[config.mk]
export PLATFORM = sky130hd
export DESIGN_NAME = tzm_top
export DESIGN_NICKNAME = d
export VERILOG_FILES = /design/src/design/tzm_cnt.v /design/src/design/tzm_zone.v /design/src/design/tzm_top.v
export VERILOG_INCLUDE_DIRS = /design/src /design/src/design
export SDC_FILE = /design/constraint.sdc
export NUM_CORES = 1
export LEC_CHECK = 0
export BUFFER_PORTS_ARGS = -buffer_cell sky130_fd_sc_hd__buf_2
export CAP_MARGIN = 25
export CELL_PAD_IN_SITES_DETAIL_PLACEMENT = 1
export CELL_PAD_IN_SITES_GLOBAL_PLACEMENT = 1
export CORE_MARGIN = 5
export CORE_UTILIZATION = 45
export CTS_CLUSTER_DIAMETER = 100
export DETAILED_ROUTE_END_ITERATION = 8
export PLACE_DENSITY_LB_ADDON = 0.1
export RECOVER_POWER = 100
export REMOVE_ABC_BUFFERS = 1
export SLEW_MARGIN = 20
export SYNTH_ARGS = -nofsm -noshare
export SYNTH_HDL_FRONTEND = slang
export SYNTH_SLANG_ARGS = --single-unit
export TNS_END_PERCENT = 5
[constraint.sdc]
create_clock -name CLK -period 5 [get_ports CLK]
set_clock_uncertainty 0.15 [all_clocks]
set_input_delay 0.5 -clock CLK [delete_from_list [all_inputs] [get_ports CLK]]
set_output_delay 0.5 -clock CLK [all_outputs]
set_load 0.05 [all_outputs]
[src/design/tzm_defines.vh]
// How it works
// - Bias thermistor 25 ms every 225 ms
// - Bias always runs while input supply present
// - Profile select: four-zone, hot/cold, disabled
// - Hot or cold suspends charging and timers
// - Cool zone scales current, code 111 eighth
// - Scaled current rounds down to whole steps
// - Warm zone lowers regulation voltage to setting
// - A fault gives one 128 us pulse unless a pulse is already running
// - Fault flags stay set until host read
// - Interrupt on every threshold crossing
// - Above open threshold disables charging
// - Converter full scale fixed at 1.2 V
// - Reset thresholds 0.585/0.514/0.265/0.185 V
// - Eight-bit thresholds against result upper byte
// - Result readable with supply or battery
// - Aux input biased and sampled like thermistor
`ifndef TZM_DEFINES_VH
`define TZM_DEFINES_VH

// ----------------------------------------
// Timing
// ----------------------------------------
`define TZM_CLK_MHZ      100
`define TZM_PERIOD_MS    225
`define TZM_BIAS_MS      25
`define TZM_PULSE_US     128

// ----------------------------------------
// Register addresses
// ----------------------------------------
`define TZM_A_COLD       4'h0
`define TZM_A_COOL       4'h1
`define TZM_A_WARM       4'h2
`define TZM_A_HOT        4'h3
`define TZM_A_ADJ        4'h4
`define TZM_A_CTRL       4'h5
`define TZM_A_FLAGS      4'h6
`define TZM_A_ZONE       4'h7
`define TZM_A_TS_HI      4'h8
`define TZM_A_TS_LO      4'h9
`define TZM_A_AUX_HI     4'ha
`define TZM_A_AUX_LO     4'hb
`define TZM_UNMAPPED     8'hff

// ----------------------------------------
// Reset values (1.2 V full scale, 256 steps)
// ----------------------------------------
`define TZM_RST_COLD     8'h7c
`define TZM_RST_COOL     8'h6d
`define TZM_RST_WARM     8'h38
`define TZM_RST_HOT      8'h27
`define TZM_OPEN_TH      8'hc0
`define TZM_RST_ADJ      8'h00
`define TZM_RST_CTRL     8'h00

// ----------------------------------------
// Fields
// ----------------------------------------
`define TZM_ADJ_SCALE    2:0
`define TZM_ADJ_VREG     6:4
`define TZM_CTRL_MODE    1:0
`define TZM_CTRL_AUX     2
`define TZM_CTRL_BATBIAS 3
`define TZM_MODE_FOUR    2'h0
`define TZM_MODE_HOTCOLD 2'h1
`define TZM_SCALE_FULL   4'h8

// ----------------------------------------
// Zones
// ----------------------------------------
`define TZM_Z_NORMAL     3'h0
`define TZM_Z_COLD       3'h1
`define TZM_Z_COOL       3'h2
`define TZM_Z_WARM       3'h3
`define TZM_Z_HOT        3'h4
`define TZM_Z_OPEN       3'h5

`endif

[src/design/tzm_cnt.v]
`include "tzm_defines.vh"

module tzm_cnt #(
	parameter WIDTH = 25,
	parameter MAX   = 25'd22500000
) (
	input  wire             clk,
	input  wire             rst_b,
	input  wire             en,
	input  wire             clr,
	output wire [WIDTH-1:0] cnt,
	output wire             wrap
);

	reg [WIDTH-1:0] cnt_q;

	assign cnt  = cnt_q;
	assign wrap = en & (cnt_q == MAX - 1'b1);

	always @(posedge clk) begin
		if (!rst_b || clr) begin
			cnt_q <= {WIDTH{1'b0}};
		end else if (wrap) begin
			cnt_q <= {WIDTH{1'b0}};
		end else if (en) begin
			cnt_q <= cnt_q + 1'b1;
		end
	end

endmodule

[src/design/tzm_zone.v]
`include "tzm_defines.vh"

module tzm_zone (
	input  wire [7:0] code,
	input  wire [7:0] cold_th,
	input  wire [7:0] cool_th,
	input  wire [7:0] warm_th,
	input  wire [7:0] hot_th,
	output reg  [2:0] zone
);

	// ----------------------------------------
	// Voltage falls as temperature rises
	// ----------------------------------------
	always @* begin
		if (code > `TZM_OPEN_TH) begin
			zone = `TZM_Z_OPEN;
		end else if (code > cold_th) begin
			zone = `TZM_Z_COLD;
		end else if (code > cool_th) begin
			zone = `TZM_Z_COOL;
		end else if (code < hot_th) begin
			zone = `TZM_Z_HOT;
		end else if (code < warm_th) begin
			zone = `TZM_Z_WARM;
		end else begin
			zone = `TZM_Z_NORMAL;
		end
	end

endmodule

[src/design/tzm_top.v]
`include "tzm_defines.vh"

module tzm_top #(
	parameter PERIOD_CYC = `TZM_PERIOD_MS * 1000 * `TZM_CLK_MHZ,
	parameter BIAS_CYC   = `TZM_BIAS_MS * 1000 * `TZM_CLK_MHZ,
	parameter PULSE_CYC  = `TZM_PULSE_US * `TZM_CLK_MHZ
) (
	input  wire        CLK,
	input  wire        RST_B,
	input  wire        INPUT_SUPPLY_OK,
	input  wire        BATTERY_SUPPLY_OK,
	input  wire [7:0]  FAST_CHARGE_CURRENT_CODE,
	input  wire        TS_DONE,
	input  wire [15:0] TS_CODE,
	input  wire        AUX_DONE,
	input  wire [15:0] AUX_CODE,
	input  wire        REG_WR,
	input  wire        REG_RD,
	input  wire [3:0]  REG_ADDR,
	input  wire [7:0]  REG_WDATA,
	output reg  [7:0]  REG_RDATA,
	output reg         TS_BIAS_EN,
	output reg         AUX_BIAS_EN,
	output reg         SAMPLE_REQ,
	output reg         CHARGE_SUSPEND,
	output reg         SAFETY_TIMER_SUSPEND,
	output reg         CHARGE_DISABLE,
	output reg  [7:0]  CHARGE_CURRENT_CODE,
	output reg         VREG_REDUCE,
	output reg  [2:0]  VREG_ADJ_CODE,
	output reg         INT_PULSE
);

	// ----------------------------------------
	// Register file
	// ----------------------------------------
	reg [7:0]  cold_q;
	reg [7:0]  cool_q;
	reg [7:0]  warm_q;
	reg [7:0]  hot_q;
	reg [7:0]  adj_q;
	reg [7:0]  ctrl_q;
	reg [5:0]  flags_q;
	reg [5:0]  flags_d;
	reg [15:0] ts_res_q;
	reg [15:0] aux_res_q;
	reg [2:0]  ts_zone_q;
	reg [2:0]  aux_zone_q;
	reg        ts_valid_q;
	reg        aux_valid_q;
	reg [7:0]  rdata_d;

	wire [1:0] mode       = ctrl_q[`TZM_CTRL_MODE];
	wire       aux_en     = ctrl_q[`TZM_CTRL_AUX];
	wire       mode_four  = (mode == `TZM_MODE_FOUR);
	wire       mode_hc    = (mode == `TZM_MODE_HOTCOLD);
	wire       mode_on    = mode_four | mode_hc;
	wire       powered    = INPUT_SUPPLY_OK | BATTERY_SUPPLY_OK;
	wire       wr_ok      = REG_WR & powered;
	wire       flags_rd   = REG_RD & (REG_ADDR == `TZM_A_FLAGS);

	always @(posedge CLK) begin
		if (!RST_B) begin
			cold_q <= `TZM_RST_COLD;
			cool_q <= `TZM_RST_COOL;
			warm_q <= `TZM_RST_WARM;
			hot_q  <= `TZM_RST_HOT;
			adj_q  <= `TZM_RST_ADJ;
			ctrl_q <= `TZM_RST_CTRL;
		end else if (wr_ok) begin
			case (REG_ADDR)
				`TZM_A_COLD: begin
					cold_q <= REG_WDATA;
				end
				`TZM_A_COOL: begin
					cool_q <= REG_WDATA;
				end
				`TZM_A_WARM: begin
					warm_q <= REG_WDATA;
				end
				`TZM_A_HOT: begin
					hot_q <= REG_WDATA;
				end
				`TZM_A_ADJ: begin
					adj_q <= REG_WDATA;
				end
				`TZM_A_CTRL: begin
					ctrl_q <= REG_WDATA;
				end
				default: begin
					ctrl_q <= ctrl_q;
				end
			endcase
		end
	end

	// ----------------------------------------
	// Bias and sample schedule
	// ----------------------------------------
	wire [24:0] per_cnt;
	wire        per_wrap;
	wire        bias_run;
	wire        bias_win;
	wire        bias_end;

	// Battery-only bias is optional; with supply it cannot be turned off
	assign bias_run = INPUT_SUPPLY_OK |
		(BATTERY_SUPPLY_OK & ctrl_q[`TZM_CTRL_BATBIAS]);
	assign bias_win = bias_run & (per_cnt < BIAS_CYC);
	assign bias_end = bias_run & (per_cnt == BIAS_CYC - 1);

	tzm_cnt #(
		.WIDTH (25),
		.MAX   (PERIOD_CYC)
	) u_period (
		.clk   (CLK),
		.rst_b (RST_B),
		.en    (bias_run),
		.clr   (~bias_run),
		.cnt   (per_cnt),
		.wrap  (per_wrap)
	);

	always @(posedge CLK) begin
		if (!RST_B) begin
			TS_BIAS_EN  <= 1'b0;
			AUX_BIAS_EN <= 1'b0;
			SAMPLE_REQ  <= 1'b0;
		end else begin
			TS_BIAS_EN  <= bias_win;
			AUX_BIAS_EN <= bias_win & aux_en;
			SAMPLE_REQ  <= bias_end;
		end
	end

	// ----------------------------------------
	// Sample capture and zone decision
	// ----------------------------------------
	wire [2:0] ts_zone_d;
	wire [2:0] aux_zone_d;

	tzm_zone u_ts_zone (
		.code    (TS_CODE[15:8]),
		.cold_th (cold_q),
		.cool_th (cool_q),
		.warm_th (warm_q),
		.hot_th  (hot_q),
		.zone    (ts_zone_d)
	);

	tzm_zone u_aux_zone (
		.code    (AUX_CODE[15:8]),
		.cold_th (cold_q),
		.cool_th (cool_q),
		.warm_th (warm_q),
		.hot_th  (hot_q),
		.zone    (aux_zone_d)
	);

	wire ts_take  = TS_DONE;
	wire aux_take = AUX_DONE & aux_en;
	wire ts_chg   = ts_take & (!ts_valid_q | (ts_zone_d != ts_zone_q));
	wire aux_chg  = aux_take &
		(!aux_valid_q | (aux_zone_d != aux_zone_q));

	always @(posedge CLK) begin
		if (!RST_B) begin
			ts_res_q    <= 16'h0000;
			aux_res_q   <= 16'h0000;
			ts_zone_q   <= `TZM_Z_NORMAL;
			aux_zone_q  <= `TZM_Z_NORMAL;
			ts_valid_q  <= 1'b0;
			aux_valid_q <= 1'b0;
		end else begin
			if (ts_take) begin
				ts_res_q   <= TS_CODE;
				ts_zone_q  <= ts_zone_d;
				ts_valid_q <= 1'b1;
			end
			if (aux_take) begin
				aux_res_q   <= AUX_CODE;
				aux_zone_q  <= aux_zone_d;
				aux_valid_q <= 1'b1;
			end
		end
	end

	// ----------------------------------------
	// Fault flags, cleared by reading
	// ----------------------------------------
	reg [5:0] flag_set;

	always @* begin
		flag_set = 6'h00;
		if (ts_chg) begin
			case (ts_zone_d)
				`TZM_Z_COLD: begin
					flag_set[0] = 1'b1;
				end
				`TZM_Z_COOL: begin
					flag_set[1] = 1'b1;
				end
				`TZM_Z_WARM: begin
					flag_set[2] = 1'b1;
				end
				`TZM_Z_HOT: begin
					flag_set[3] = 1'b1;
				end
				`TZM_Z_OPEN: begin
					flag_set[4] = 1'b1;
				end
				default: begin
					flag_set[0] = 1'b0;
				end
			endcase
		end
		flag_set[5] = aux_chg & aux_valid_q;
	end

	always @* begin
		if (flags_rd) begin
			flags_d = flag_set;
		end else begin
			flags_d = flags_q | flag_set;
		end
	end

	always @(posedge CLK) begin
		if (!RST_B) begin
			flags_q <= 6'h00;
		end else begin
			flags_q <= flags_d;
		end
	end

	// ----------------------------------------
	// Interrupt pulse, independent of profile
	// ----------------------------------------
	wire        int_event = ts_chg | (aux_chg & aux_valid_q);
	reg         pulse_on_q;
	wire [13:0] pls_cnt;
	wire        pls_wrap;

	tzm_cnt #(
		.WIDTH (14),
		.MAX   (PULSE_CYC)
	) u_pulse (
		.clk   (CLK),
		.rst_b (RST_B),
		.en    (pulse_on_q),
		.clr   (int_event & !pulse_on_q),
		.cnt   (pls_cnt),
		.wrap  (pls_wrap)
	);

	// A crossing during a running pulse is merged into it
	always @(posedge CLK) begin
		if (!RST_B) begin
			pulse_on_q <= 1'b0;
			INT_PULSE  <= 1'b0;
		end else begin
			if (int_event & !pulse_on_q) begin
				pulse_on_q <= 1'b1;
			end else if (pls_wrap) begin
				pulse_on_q <= 1'b0;
			end
			INT_PULSE <= (int_event & !pulse_on_q) |
				(pulse_on_q & !pls_wrap);
		end
	end

	// ----------------------------------------
	// Charger control
	// ----------------------------------------
	wire       z_cold = ts_valid_q & (ts_zone_q == `TZM_Z_COLD);
	wire       z_cool = ts_valid_q & (ts_zone_q == `TZM_Z_COOL);
	wire       z_warm = ts_valid_q & (ts_zone_q == `TZM_Z_WARM);
	wire       z_hot  = ts_valid_q & (ts_zone_q == `TZM_Z_HOT);
	wire       z_open = ts_valid_q & (ts_zone_q == `TZM_Z_OPEN);
	wire       susp_d = mode_on & (z_cold | z_hot);
	wire [3:0] scale  = `TZM_SCALE_FULL -
		{1'b0, adj_q[`TZM_ADJ_SCALE]};
	wire [11:0] prod  = FAST_CHARGE_CURRENT_CODE * scale;
	reg  [7:0]  cur_d;

	always @* begin
		if (mode_four & z_cool) begin
			cur_d = prod[10:3];
		end else begin
			cur_d = FAST_CHARGE_CURRENT_CODE;
		end
	end

	always @(posedge CLK) begin
		if (!RST_B) begin
			CHARGE_SUSPEND       <= 1'b0;
			SAFETY_TIMER_SUSPEND <= 1'b0;
			CHARGE_DISABLE       <= 1'b0;
			CHARGE_CURRENT_CODE  <= 8'h00;
			VREG_REDUCE          <= 1'b0;
			VREG_ADJ_CODE        <= 3'h0;
		end else begin
			CHARGE_SUSPEND       <= susp_d;
			SAFETY_TIMER_SUSPEND <= susp_d;
			CHARGE_DISABLE       <= mode_on & z_open;
			CHARGE_CURRENT_CODE  <= cur_d;
			VREG_REDUCE          <= mode_four & z_warm;
			if (mode_four & z_warm) begin
				VREG_ADJ_CODE <= adj_q[`TZM_ADJ_VREG];
			end else begin
				VREG_ADJ_CODE <= 3'h0;
			end
		end
	end

	// ----------------------------------------
	// Register read
	// ----------------------------------------
	always @* begin
		case (REG_ADDR)
			`TZM_A_COLD: begin
				rdata_d = cold_q;
			end
			`TZM_A_COOL: begin
				rdata_d = cool_q;
			end
			`TZM_A_WARM: begin
				rdata_d = warm_q;
			end
			`TZM_A_HOT: begin
				rdata_d = hot_q;
			end
			`TZM_A_ADJ: begin
				rdata_d = adj_q;
			end
			`TZM_A_CTRL: begin
				rdata_d = ctrl_q;
			end
			`TZM_A_FLAGS: begin
				rdata_d = {2'b00, flags_q};
			end
			`TZM_A_ZONE: begin
				rdata_d = {ts_valid_q, aux_zone_q, 1'b0, ts_zone_q};
			end
			`TZM_A_TS_HI: begin
				rdata_d = ts_res_q[15:8];
			end
			`TZM_A_TS_LO: begin
				rdata_d = ts_res_q[7:0];
			end
			`TZM_A_AUX_HI: begin
				rdata_d = aux_res_q[15:8];
			end
			`TZM_A_AUX_LO: begin
				rdata_d = aux_res_q[7:0];
			end
			default: begin
				rdata_d = `TZM_UNMAPPED;
			end
		endcase
	end

	always @(posedge CLK) begin
		if (!RST_B) begin
			REG_RDATA <= 8'h00;
		end else if (REG_RD) begin
			if (powered) begin
				REG_RDATA <= rdata_d;
			end else begin
				REG_RDATA <= `TZM_UNMAPPED;
			end
		end
	end

endmodule

# [Word level (Yosys, flattened, before mapping)]
# Index checks and enable logic that the tools add are counted.
[word_totals] romBits=0 wordCells=142 mem_count=0 latchBits=0 output_inout_bits=27 mem_bits_rw=0 regBits=160 inputBits=60
[classes] n_bitwise=33 n_mux=22 add_sub_neg=3 div_mod_pow=0 n_shift=0 n_eq_ne=27 n_reduce_logical=19 magnitude_cmp=11 n_mul=1
[ops] op="8-bit one-hot mux with 12 select lines" n=1
[ops] op="8-bit > comparator" n=4
[ops] op="8-bit less-than comparator" n=4
[ops] op="25-bit by 1-bit adder with 25-bit output (second input constant)" n=1
[ops] op="25-bit by 22-bit equality test with 1-bit output (second input constant)" n=1
[ops] op="25-bit equality test (second input constant)" n=1
[ops] op="25-bit by 22-bit less-than comparator with 1-bit output (second input constant)" n=1
[ops] op="3-bit two-way mux" n=8
[ops] op="1-bit bitwise AND" n=23
[ops] op="4-bit by 3-bit equality test with 1-bit output (second input constant)" n=4
[ops] op="4-bit equality test (second input constant)" n=4
[ops] op="8-bit > comparator (second input constant)" n=2
[ops] op="8-bit two-way mux" n=2
[ops] op="14-bit by 1-bit adder with 14-bit output (second input constant)" n=1
[ops] op="14-bit equality test (second input constant)" n=1
[ops] op="2-bit AND reduction" n=7
[ops] op="3-bit by 2-bit equality test with 1-bit output (second input constant)" n=4
[ops] op="3-bit equality test (second input constant)" n=4
[ops] op="8-bit by 4-bit multiplier with 11-bit output" n=1
[ops] op="4-bit by 2-bit equality test with 1-bit output (second input constant)" n=2
[ops] op="1-bit OR" n=8
[ops] op="1-bit two-way mux" n=7
[ops] op="3-bit by 1-bit equality test with 1-bit output (second input constant)" n=2
[ops] op="6-bit two-way mux" n=1
[ops] op="other kinds (14)" n=22

# [Depth between registers and ports, before layout]
# Gate-level depths: netlist of the first run.
[logic_depth] word_depth=14 mapped_depth=19 depth_no_buf=18

# [By module]
# A second synthesis of the first run with hierarchy kept.
[unflattened] hier_cells=1168 area_unflattened_um2=9948.3
[by_module_without_submodules] module="tzm_top" cells_per_inst=732 seq_area_each_um2=2422.3 n_inst=1 area_per_inst_um2=6414.9
[by_module_without_submodules] module="tzm_zone" cells_per_inst=112 seq_area_each_um2=0.0 n_inst=2 area_per_inst_um2=797.0
[by_module_without_submodules] module="tzm_cnt at u_period" cells_per_inst=138 seq_area_each_um2=500.5 n_inst=1 area_per_inst_um2=1255.0
[by_module_without_submodules] module="tzm_cnt at u_pulse" cells_per_inst=74 seq_area_each_um2=280.3 n_inst=1 area_per_inst_um2=684.4

# [Worst setup path before layout of the first run]
# Ideal clock, no wire load.
[synth_timing] path_kind="reg2reg" from="reg adj_q[0]" to="reg CHARGE_CURRENT_CODE[7]" t_required_ns=4.726 arrival_time_ns=4.134 path_buffers=1 slack_ns=0.593 setup_time_ns=0.124 synth_period_minus_slack_ns=4.407 stages_incl_launch_ff=19 cell_sequence="dfxtp_1 > clkbuf_1 > inv_1 > ha_1 > xnor2_1 > nand2_1 > fa_1 > fa_1 > inv_1 > fa_1 > a21o_1 > a21oi_1 > nor2b_1 > o21a_1 > o41ai_1 > xnor2_1 > nor2b_1 > o21ai_0 > a21boi_0"
[synth_between] elab_chain_cells=3
[synth_lines] element="start: declaration" line_no="tzm_top.v:41" rtl="reg [7:0] adj_q;"
[synth_lines] element="start signal: assignment" line_no="tzm_top.v:68" rtl="adj_q <= `TZM_RST_ADJ;"
[synth_lines] element="4-bit by 3-bit subtractor with 4-bit output (no line)"
[synth_lines] element="8-bit by 4-bit multiplier with 11-bit output" line_no="tzm_top.v:283" rtl="wire [11:0] prod = FAST_CHARGE_CURRENT_CODE * scale;"
[synth_lines] element="8-bit two-way mux" line_no="tzm_top.v:287" rtl="if (mode_four & z_cool) begin"
[synth_lines] element="end signal: assignment" line_no="tzm_top.v:306" rtl="CHARGE_CURRENT_CODE <= cur_d;"
[synth_lines] element="end: declaration" line_no="tzm_top.v:28" rtl="output reg [7:0] CHARGE_CURRENT_CODE,"
# No other way between the ends.
# A chain may end at the register's enable or synchronous reset.

# [Worst setup path after layout of the first run]
[layout_timing] from="reg adj_q[1]" to="reg CHARGE_CURRENT_CODE[7]"
# Same word-level chain as after synthesis.

==> run_results.csv, run 1 <==
group,metric,value,unit
clocking,cts_sinks,160,
sta,tightest_slew,3.097,ns
power,pwr-share-clk,41.6,%
final_layout,fin_nets,1343,
synthesis,async_flop_share,0,%
synthesis,syn_area_per_cell,8.387,um^2
grt,grt_use_total,25.31,%
sta,rsz0062_at_grt,"false",
grt,grt_pass1_wl,47.95,mm
sta,hold_viol,0,
floorplanning,fp.dieW,155.6,um
synthesis,syn_area,9544,um^2
power,p_switching,0.8764,mW
placement,io_buffers,86,
routing,ant_nets,0,
final_layout,design_area,10660,um^2
clocking,cts_setup_buffers,0,
routing,dr.pass1.iters,5,
power,sequentialPowerShare,44.8,%
clocking,cts_tree,"built",
synthesis,synth.distinct_cells,66,
run_status,violations,"capacitance limit, slew limit",
synthesis,ys.flop_type,"dfxtp_1",
synthesis,yosysWarnings,0,
routing,drt-initial-drc-count,523,
synthesis,postSynthCellCount,1138,
routing,num_vias,8558,
grt,grt_max_degree,81,
final_layout,syn_to_final_growth,11.69,%
synthesis,synth_seq_cells,160,
sta,finalSetupViolations,0,
flow_run,timing.max_cap.violations,4,
setup_path,critPathMaxFanout,8,
sta,relSlewSlack,-106.5,%
floorplanning,placement_rows,53,
clocking,cts_max_path_buffers,2,
run_status,status,"complete, but fails checks",
sta,drv_slew,139,
floorplanning,dieArea,24220,um^2
sta,min_period,4.460,ns
power,pwr-share-comb,13.6,%
synthesis,seq_area_frac_synth,33.56,%
routing,via_per_inst,5.771,
clocking,cts_max_level,4,
final_layout,layout_common_cells,"nand2_1 (165), dfxtp_1 (160), ha_1 (75), nor2_1 (69), inv_1 (57)",
final_layout,final_common_cell,"nand2_1",
clocking,insertion_delay,0.44,ns
synthesis,synth_edf_count,0,
power,power.static_leakage,4.349,nW
setup_path,critPathRequiredTime,5.16,ns
power,power_density,279.1,nW/um^2
clocking,hold_buffers,0,
setup_path,startpoint_type,"register",
placement,hpwl,22.61,mm
grt,grt.overflow.total,0,
grt,grt_antenna_before_repair,0,
setup_path,critPathArrivalTime,4.62,ns
setup_path,end_kind,"register",
power,peakVddDrop,0.0002099,V
placement,placed_cell_area,10170,um^2
placement,routabilityCongestion,0.8582,
final_layout,antenna_cells,0,
clocking,cts_resized,0,
final_layout,drive_above_1_share,8.692,%
clocking,cts-root-buf,"clkbuf_16",
routing,post_drt_wl_per_cell,20.64,um
worst_hold_path,hold_path.class,"input pin to register",
routing,postRouteWirelength,30.60,mm
sta,timing.fmax,224.2,MHz
power,p_int,2.099,mW
floorplanning,io_pins,87,
routing,drcViolationCount,0,
sta,fin_setup_tns,0,ns
floorplanning,fp.coreArea,20960,um^2
floorplanning,die_y,155.6,um
sta,fin_crit_sh,89.20,%
clocking,clkTransAtPathRegs,0.07,ns
power,swShare,29.46,%
floorplanning,initial_core_util,45.55,%
grt,grt_pass1_vias,8695,
clocking,cts_buffers,17,
setup_path,worstSetupPathType,"register to register",
## Yosys cell counts (4+ instances only)
| cell | count | area [um^2] |
|---|---|---|
| nor2b_1 | 56 | 350.3 |
| o211ai_1 | 19 | 142.6 |
| nand3_1 | 45 | 225.2 |
| o221ai_1 | 4 | 35.03 |
| a21oi_1 | 49 | 245.2 |
| nor4b_1 | 4 | 35.03 |
| and3_1 | 10 | 62.56 |
| mux2i_1 | 46 | 460.4 |
| a31oi_1 | 6 | 37.54 |
| and2_1 | 20 | 125.1 |
| o211a_1 | 4 | 40.04 |
| a21boi_0 | 31 | 232.7 |
| clkbuf_1 | 54 | 202.7 |
| o21ai_0 | 40 | 200.2 |
| nand3b_1 | 9 | 67.56 |
| o31ai_1 | 7 | 52.55 |
| o22ai_1 | 4 | 25.02 |
| ha_1 | 75 | 938.4 |
| a2111oi_0 | 4 | 35.03 |
| nand2_1 | 165 | 619.3 |
| nand4b_1 | 5 | 43.79 |
| nor2_1 | 69 | 259.0 |
| nand4_1 | 25 | 156.4 |
| or3_1 | 4 | 25.02 |
| nand2b_1 | 11 | 68.82 |
| xor2_1 | 21 | 183.9 |
| fa_1 | 12 | 240.2 |
| a22oi_1 | 15 | 112.6 |
| nor3_1 | 14 | 70.07 |
| a21o_1 | 5 | 37.54 |
| xnor2_1 | 21 | 183.9 |
| dfxtp_1 | 160 | 3203 |
| o21a_1 | 10 | 75.07 |
| inv_1 | 57 | 214.0 |
## power by group through the flow
| stage | Sequential, mW | Clock (mW) | Combinational [mW] |
|---|---|---|---|
| 6_report | 1.33 | 1.24 | 0.403 |
| 5_1_grt | 1.34 | 1.31 | 0.441 |
| 4_1_cts | 1.33 | 1.26 | 0.406 |
| 3_5_place_dp | 1.36 | 0 | 0.404 |
| 3_3_place_gp | 1.36 | 0 | 0.395 |
| 2_1_floorplan | 1.39 | 0 | 0.191 |
## cell families (layout without fill, tap and decap cells)
logic type | Yosys count | count (layout) | synth area share, %
flops | 160 | 160 | 33.56
xor+xnor | 42 | 42 | 3.854
mux | 49 | 49 | 5.414
buf+inv | 117 | 187 | 4.733
compound gates | 232 | 232 | 16.83
simple gates | 451 | 451 | 23.26
fa+ha+maj | 87 | 87 | 12.35
## path summary, 6_finish.rpt
path / startpoint / slack (ns) / depth (start not counted) / end
setup / recovery: adj_q[1]$_SDFFE_PN0P_ / 0.54 / 18 / CHARGE_CURRENT_CODE[7]$_SDFF_PN0_
hold / removal: AUX_CODE[0] / 0.16 / 3 / aux_res_q[0]$_SDFFE_PN0P_
setup reg to reg: adj_q[1]$_SDFFE_PN0P_ / 0.54 / 18 / CHARGE_CURRENT_CODE[7]$_SDFF_PN0_
hold reg to reg: flags_q[1]$_SDFF_PN0_ / 0.31 / 2 / flags_q[1]$_SDFF_PN0_
## worst max-delay path: stages (launching register included)
cell and delay [ns]:
dfxtp_1 0.36, inv_1 0.08, ha_1 0.20, xnor2_1 0.15, buf_4 0.17, nand2_1 0.09, fa_1 0.49, fa_1 0.54
inv_1 0.07, fa_1 0.47, a21o_1 0.20, a21oi_1 0.22, nor2b_1 0.08, o21a_1 0.19, o41ai_1 0.35, xnor2_1 0.21
nor2b_1 0.07, o21ai_0 0.15, a21boi_0 0.11
## sequential cells by signal, summed over array words and instances (netlist names), 3 cells and up
register,count
aux_res_q,16
VREG_ADJ_CODE,3
REG_RDATA,8
u_period.cnt,25
u_pulse.cnt,14
cool_q,8
ts_zone_q,3
cold_q,8
aux_zone_q,3
CHARGE_CURRENT_CODE,8
flags_q,6
ts_res_q,16
warm_q,8
adj_q,8
hot_q,8
ctrl_q,8
## per-layer routing
metal,track usage [%],vias to the layer above,part of all wire (%)
li1,-,4110,-
met1,33.14,4205,45
met2,43.44,197,48
met3,3.828,46,4.7
met4,7.295,0,2.4
met5,0,-,0
## metrics by stage
step	instances	hold WS [ns]	setup slack (ns)	total power, mW	util [%]
5_1_grt	1483	0.1764	0.2104	3.084	50.87
3_5_place_dp	1451	0.2953	0.5143	1.765	48.55
3_3_place_gp	1451	0.2816	0.7756	1.755	48.55
2_1_floorplan	1078	0.2679	0.6988	1.581	-
6_report	1483	0.1597	0.5398	2.975	50.87
4_1_cts	1482	0.1510	0.4666	2.995	51.14
## cell type report
type                            instances  area (um^2)
Inverter                               57        214.0
Clock inverter                         12        100.1
Multi-Input combinational cell        861         5886
Sequential cell                       160         3203
Tap cell                              275        344.1
Timing Repair Buffer                   99        470.5
Clock buffer                           19        442.9
Fill cell                            2536        10290
No activity file was read; power rests on OpenSTA's default activity.
==> inputs of run 2 (changes only) <==
--- a/config.mk
+++ b/config.mk
@@ -10,14 +10,14 @@
 export CAP_MARGIN = 25
 export CELL_PAD_IN_SITES_DETAIL_PLACEMENT = 1
 export CELL_PAD_IN_SITES_GLOBAL_PLACEMENT = 1
-export CORE_MARGIN = 5
+export CORE_MARGIN = 3
 export CORE_UTILIZATION = 45
 export CTS_CLUSTER_DIAMETER = 100
 export DETAILED_ROUTE_END_ITERATION = 8
 export PLACE_DENSITY_LB_ADDON = 0.1
 export RECOVER_POWER = 100
 export REMOVE_ABC_BUFFERS = 1
-export SLEW_MARGIN = 20
+export SLEW_MARGIN = 0
 export SYNTH_ARGS = -nofsm -noshare
 export SYNTH_HDL_FRONTEND = slang
 export SYNTH_SLANG_ARGS = --single-unit
==> run_results.csv, run 2 (synthesis results as in run 1) <==
group,metric,value,unit
run_status,status,"complete, but fails checks",
run_status,violations,"capacitance limit, slew limit",
power,swShare,28.19,%
power,pwr-share-clk,44.5,%
floorplanning,die_y,151.6,um
sta,drv_slew,138,
clocking,cts_tree,"built",
sta,finalSetupViolations,0,
final_layout,seqCellArea,3203,um^2
power,p_int,2.252,mW
flow_run,timing.max_cap.violations,3,
routing,post_drt_wl_per_cell,20.93,um
routing,postRouteWirelength,30.96,mm
sta,timing.fmax,228.5,MHz
power,power_density,292.0,nW/um^2
routing,ant_nets,0,
sta,fin_crit_sh,87.52,%
power,pwr-share-comb,13.0,%
clocking,cts-root-buf,"clkbuf_16",
final_layout,design_area,10740,um^2
clocking,insertion_delay,0.44,ns
final_layout,drive_above_1_share,9.098,%
placement,placed_cell_area,10170,um^2
grt,grt_use_total,27.51,%
floorplanning,placement_rows,52,
setup_path,critPathMaxFanout,8,
grt,use_met2,46.12,%
setup_path,end_kind,"register",
grt,grt_pass1_vias,8726,
grt,grt_antenna_before_repair,1,
setup_path,worstSetupPathType,"register to register",
sta,tightest_slew,3.083,ns
routing,drt-initial-drc-count,554,
placement,io_buffers,86,
setup_path,startpoint_type,"register",
routing,drcViolationCount,0,
routing,dr.pass1.iters,5,
floorplanning,fp.dieW,151.6,um
sta,hold_viol,0,
clocking,cts_resized,0,
final_layout,final_common_cell,"nand2_1",
final_layout,largest_register_ffs,25,
sta,relSlewSlack,-105.6,%
placement,routabilityCongestion,0.8695,
worst_hold_path,hold_path.class,"input pin to register",
final_layout,multi_input_area,5886,um^2
sta,rsz0062_at_grt,"false",
clocking,cts_sinks,160,
final_layout,antenna_cells,0,
power,p_switching,0.8838,mW
clocking,clkTransAtPathRegs,0.07,ns
final_layout,syn_to_final_growth,12.52,%
floorplanning,initial_core_util,46.42,%
sta,fin_setup_tns,0,ns
grt,grt_max_degree,77,
routing,via_per_inst,5.828,
power,sequentialPowerShare,42.5,%
grt,grt_pass1_wl,48.32,mm
clocking,cts_setup_buffers,0,
clocking,cts_max_level,4,
clocking,hold_buffers,0,
grt,use_met1,36.04,%
setup_path,critPathArrivalTime,4.57,ns
routing,num_vias,8620,
final_layout,filler_cell_count,2516,
floorplanning,fp.coreArea,20560,um^2
grt,grt.overflow.total,0,
grt,grt_use_met3,4.729,%
clocking,cts_max_path_buffers,2,
final_layout,layout_common_cells,"nand2_1 (165), dfxtp_1 (160), ha_1 (75), nor2_1 (69)",
floorplanning,io_pins,87,
grt,top_usage_layer,"met2",
setup_path,critPathRequiredTime,5.20,ns
power,peakVddDrop,0.0002032,V
floorplanning,dieArea,22990,um^2
final_layout,fin_nets,1344,
power,power.static_leakage,4.397,nW
sta,min_period,4.376,ns
clocking,cts_buffers,17,
placement,hpwl,22.50,mm
[run 2: final timing paths]
check	from	to	slack, ns	depth (start not counted)
hold reg to reg	u_period.cnt[0]$_SDFFE_PP0P_	u_period.cnt[0]$_SDFFE_PP0P_	0.31	1
setup reg to reg	adj_q[1]$_SDFFE_PN0P_	CHARGE_CURRENT_CODE[7]$_SDFF_PN0_	0.62	18
setup / recovery	adj_q[1]$_SDFFE_PN0P_	CHARGE_CURRENT_CODE[7]$_SDFF_PN0_	0.62	18
hold / removal	AUX_CODE[0]	aux_res_q[0]$_SDFFE_PN0P_	0.16	3
[run 2: metal layers]
metal  wire length, um  vias to the layer above
met4               789                        0
met2             14990                      196
met5                 0                        -
li1                  -                     4129
met3              1340                       52
met1             13840                     4243
[run 2: stage by stage]
stage	total power, mW	setup slack (ns)	cells	util (%)	hold slack [ns]
3_3_place_gp	1.755	0.8016	1447	49.49	0.2782
4_1_cts	3.164	0.5940	1478	52.48	0.1447
5_1_grt	3.259	0.3635	1479	52.23	0.1641
3_5_place_dp	1.766	0.6155	1447	49.49	0.2959
2_1_floorplan	1.581	0.6988	1078	-	0.2679
6_report	3.135	0.6240	1479	52.23	0.1556
[run 2: power by group through the flow]
| stage | Clock [mW] | Sequential, mW | Combinational (mW) |
|---|---|---|---|
| 3_3_place_gp | 0 | 1.36 | 0.395 |
| 4_1_cts | 1.42 | 1.33 | 0.409 |
| 6_report | 1.40 | 1.33 | 0.408 |
| 2_1_floorplan | 0 | 1.39 | 0.191 |
| 5_1_grt | 1.48 | 1.34 | 0.447 |
| 3_5_place_dp | 0 | 1.36 | 0.406 |
[run 2: worst max-delay path, cell delays in order (launching register included)]
cell and delay, ns:
dfxtp_1 0.35, inv_1 0.07, ha_1 0.19, xnor2_1 0.13, buf_4 0.17, nand2_1 0.08
fa_1 0.49, fa_1 0.56, inv_1 0.07, fa_1 0.47, a21o_1 0.21, a21oi_1 0.22
nor2b_1 0.08, o21a_1 0.19, o41ai_1 0.31, xnor2_1 0.13, nor2b_1 0.12, o21ai_0 0.07
a21boi_0 0.24
[run 2: area by class of cell]
class                   instances  area share [%]
repair buffers                100           4.509
inverters                      57           1.992
clock buffers                  18           4.089
multi-input cells             861           54.81
well taps                     270           3.146
clock inverters                13           1.631
flip-flops and latches        160           29.83
==> inputs of run 3 (changes only) <==
--- a/config.mk
+++ b/config.mk
@@ -11,7 +11,7 @@
 export CELL_PAD_IN_SITES_DETAIL_PLACEMENT = 1
 export CELL_PAD_IN_SITES_GLOBAL_PLACEMENT = 1
 export CORE_MARGIN = 3
-export CORE_UTILIZATION = 45
+export CORE_UTILIZATION = 46
 export CTS_CLUSTER_DIAMETER = 100
 export DETAILED_ROUTE_END_ITERATION = 8
 export PLACE_DENSITY_LB_ADDON = 0.1
==> run_results.csv, run 3 (synthesis results as in run 1) <==
group,metric,value,unit
run_status,status,"complete, but fails checks",
run_status,violations,"capacitance limit, slew limit",
final_layout,antenna_cells,0,
final_layout,layout_common_cells,"nand2_1 (165), dfxtp_1 (160), ha_1 (75), nor2_1 (69)",
setup_path,cp_top_family,"adder cells",
final_layout,drive_above_1_share,9.091,%
routing,dr.pass1.iters,5,
routing,num_vias,8591,
placement,preCtsSetupSlack,0.4944,ns
sta,min_period,4.523,ns
power,power.static_leakage,4.401,nW
grt,grt_max_degree,64,
sta,tightest_slew,2.608,ns
grt,grt_pass1_wl,47.66,mm
sta,fin_setup_tns,0,ns
floorplanning,dieArea,22510,um^2
clocking,insertion_delay,0.43,ns
final_layout,largest_register_ffs,25,
placement,routabilityCongestion,0.9175,
grt,grt_use_total,27.37,%
routing,ant_nets,0,
final_layout,fin_util,52.88,%
sta,drv_slew,163,
setup_path,cp_slowest_cell,"fa_1",
final_layout,filler_cell_count,2499,
clocking,cts-root-buf,"clkbuf_16",
sta,finalSetupViolations,0,
setup_path,startpoint_type,"register",
clocking,cts_tree,"built",
routing,drt-initial-drc-count,522,
final_layout,syn_to_final_growth,12.47,%
setup_path,crit_start,"adj_q[0]$_SDFFE_PN0P_",
placement,io_buffers,86,
power,power_density,292.2,nW/um^2
clocking,cts_max_path_buffers,2,
setup_path,end_kind,"register",
routing,wl_met3,1.409,mm
sta,fin_crit_sh,90.47,%
setup_path,critPathRequiredTime,5.16,ns
floorplanning,io_pins,87,
setup_path,worstSetupPathType,"register to register",
routing,drcViolationCount,0,
sta,relSlewSlack,-73.84,%
clocking,cts_resized,0,
grt,grt_antenna_before_repair,0,
final_layout,stdcell_count,1480,
grt,grt_pass1_vias,8590,
sta,hold_viol,0,
clocking,hold_buffers,0,
routing,drt-met1-wl,13.75,mm
routing,routed-wl-met2,14.27,mm
setup_path,crit_chain,"inv_1 -> ha_1 -> xnor2_1 -> buf_4 -> nand2_1 -> fa_1 -> fa_1 -> inv_1 -> fa_1 -> a21o_1 -> a21oi_1 -> nor2b_1 -> o21a_1 -> o41ai_1 -> xnor2_1 -> nor2b_1 -> o21ai_0 -> a21boi_0",
sta,timing.fmax,221.1,MHz
power,power,3.137,mW
flow_run,timing.max_cap.violations,3,
setup_path,cpMostUsedCell,"fa_1",
grt,grt.overflow.total,0,
floorplanning,fp.coreArea,20300,um^2
power,peakVddDrop,0.0002136,V
clocking,cts_sinks,160,
floorplanning,die_y,150.0,um
floorplanning,initial_core_util,47.02,%
clocking,cts_max_level,4,
clocking,cts_buffers,17,
setup_path,crit_buf_inv,3,
clocking,clkTransAtPathRegs,0.07,ns
sta,layout_setup_ws,0.4765,ns
setup_path,worst_path_largest_cell_delay,0.54,ns
floorplanning,placement_rows,52,
setup_path,timing.rr.start,"adj_q[0]$_SDFFE_PN0P_",
placement,dp_cells,1448,
placement,hpwl,22.42,mm
routing,maxUsedRoutingLayer,"met4",
final_layout,fin_nets,1344,
worst_hold_path,hold_path.class,"input pin to register",
final_layout,final_common_cell,"nand2_1",
floorplanning,fp.dieW,150.0,um
setup_path,critPathMaxFanout,11,
setup_path,critPathArrivalTime,4.69,ns
clocking,cts_setup_buffers,0,
routing,post_drt_wl_per_cell,20.56,um
routing,via_per_inst,5.805,
sta,rsz0062_at_grt,"false",
routing,postRouteWirelength,30.43,mm
worst_hold_path,worstHoldStart,"AUX_CODE[5]",
-- run 3: cell count changes in the layout (fill, tap and decap cells not counted), sizes merged --
| cell | delta |
|---|---|
| clkinvlp | -1 |
| buf | +1 |
| clkbuf | -1 |
| inv | +2 |
-- run 3: final timing paths --
check                                      end  slack, ns  cells after the start
max reg2reg  CHARGE_CURRENT_CODE[7]$_SDFF_PN0_       0.48                     18
max          CHARGE_CURRENT_CODE[7]$_SDFF_PN0_       0.48                     18
min                  aux_res_q[5]$_SDFFE_PN0P_       0.16                      3
min reg2reg          aux_res_q[0]$_SDFFE_PN0P_       0.32                      2
-- run 3: power breakdown --
| part | internal (mW) | switching, mW |
|---|---|---|
| Combinational | 0.137 | 0.265 |
| Clock | 0.806 | 0.595 |
| Sequential | 1.31 | 0.0275 |
-- run 3: worst register-to-register path: cells and delay by family, from the launching register on --
family / cells / cell delay (ns)
buffers and inverters: 3 / 0.32
XOR/XNOR: 2 / 0.34
AND/OR/NAND/NOR: 3 / 0.22
adder cells (fa/ha/maj): 4 / 1.69
AO/OA/AOI/OAI: 6 / 1.19
flip-flops: 1 / 0.51
-- run 3: area by class of cell --
class	count	area [um^2]	area share, %
tap	270	337.8	3.147
timing repair buffer	100	488.0	4.546
multi-input combinational	861	5871	54.69
sequential	160	3203	29.84
inverter	57	214.0	1.993
clock buffer	18	429.2	3.998
clock inverter	14	191.4	1.783
-- run 3: layer usage --
layer / track usage, % / vias to the layer above
li1: - / 4121
met2: 45.12 / 202
met5: 0 / -
met4: 9.652 / 0
met1: 36.84 / 4223
met3: 3.604 / 45
-- run 3: metrics by stage --
step | area [um^2] | hold WS, ns
after floorplan | 9306 | 0.2679
after global placement | 10180 | 0.2818
after detailed placement | 10180 | 0.2969
after CTS | 10800 | 0.1522
after global routing | 10730 | 0.1771
final | 10730 | 0.1633
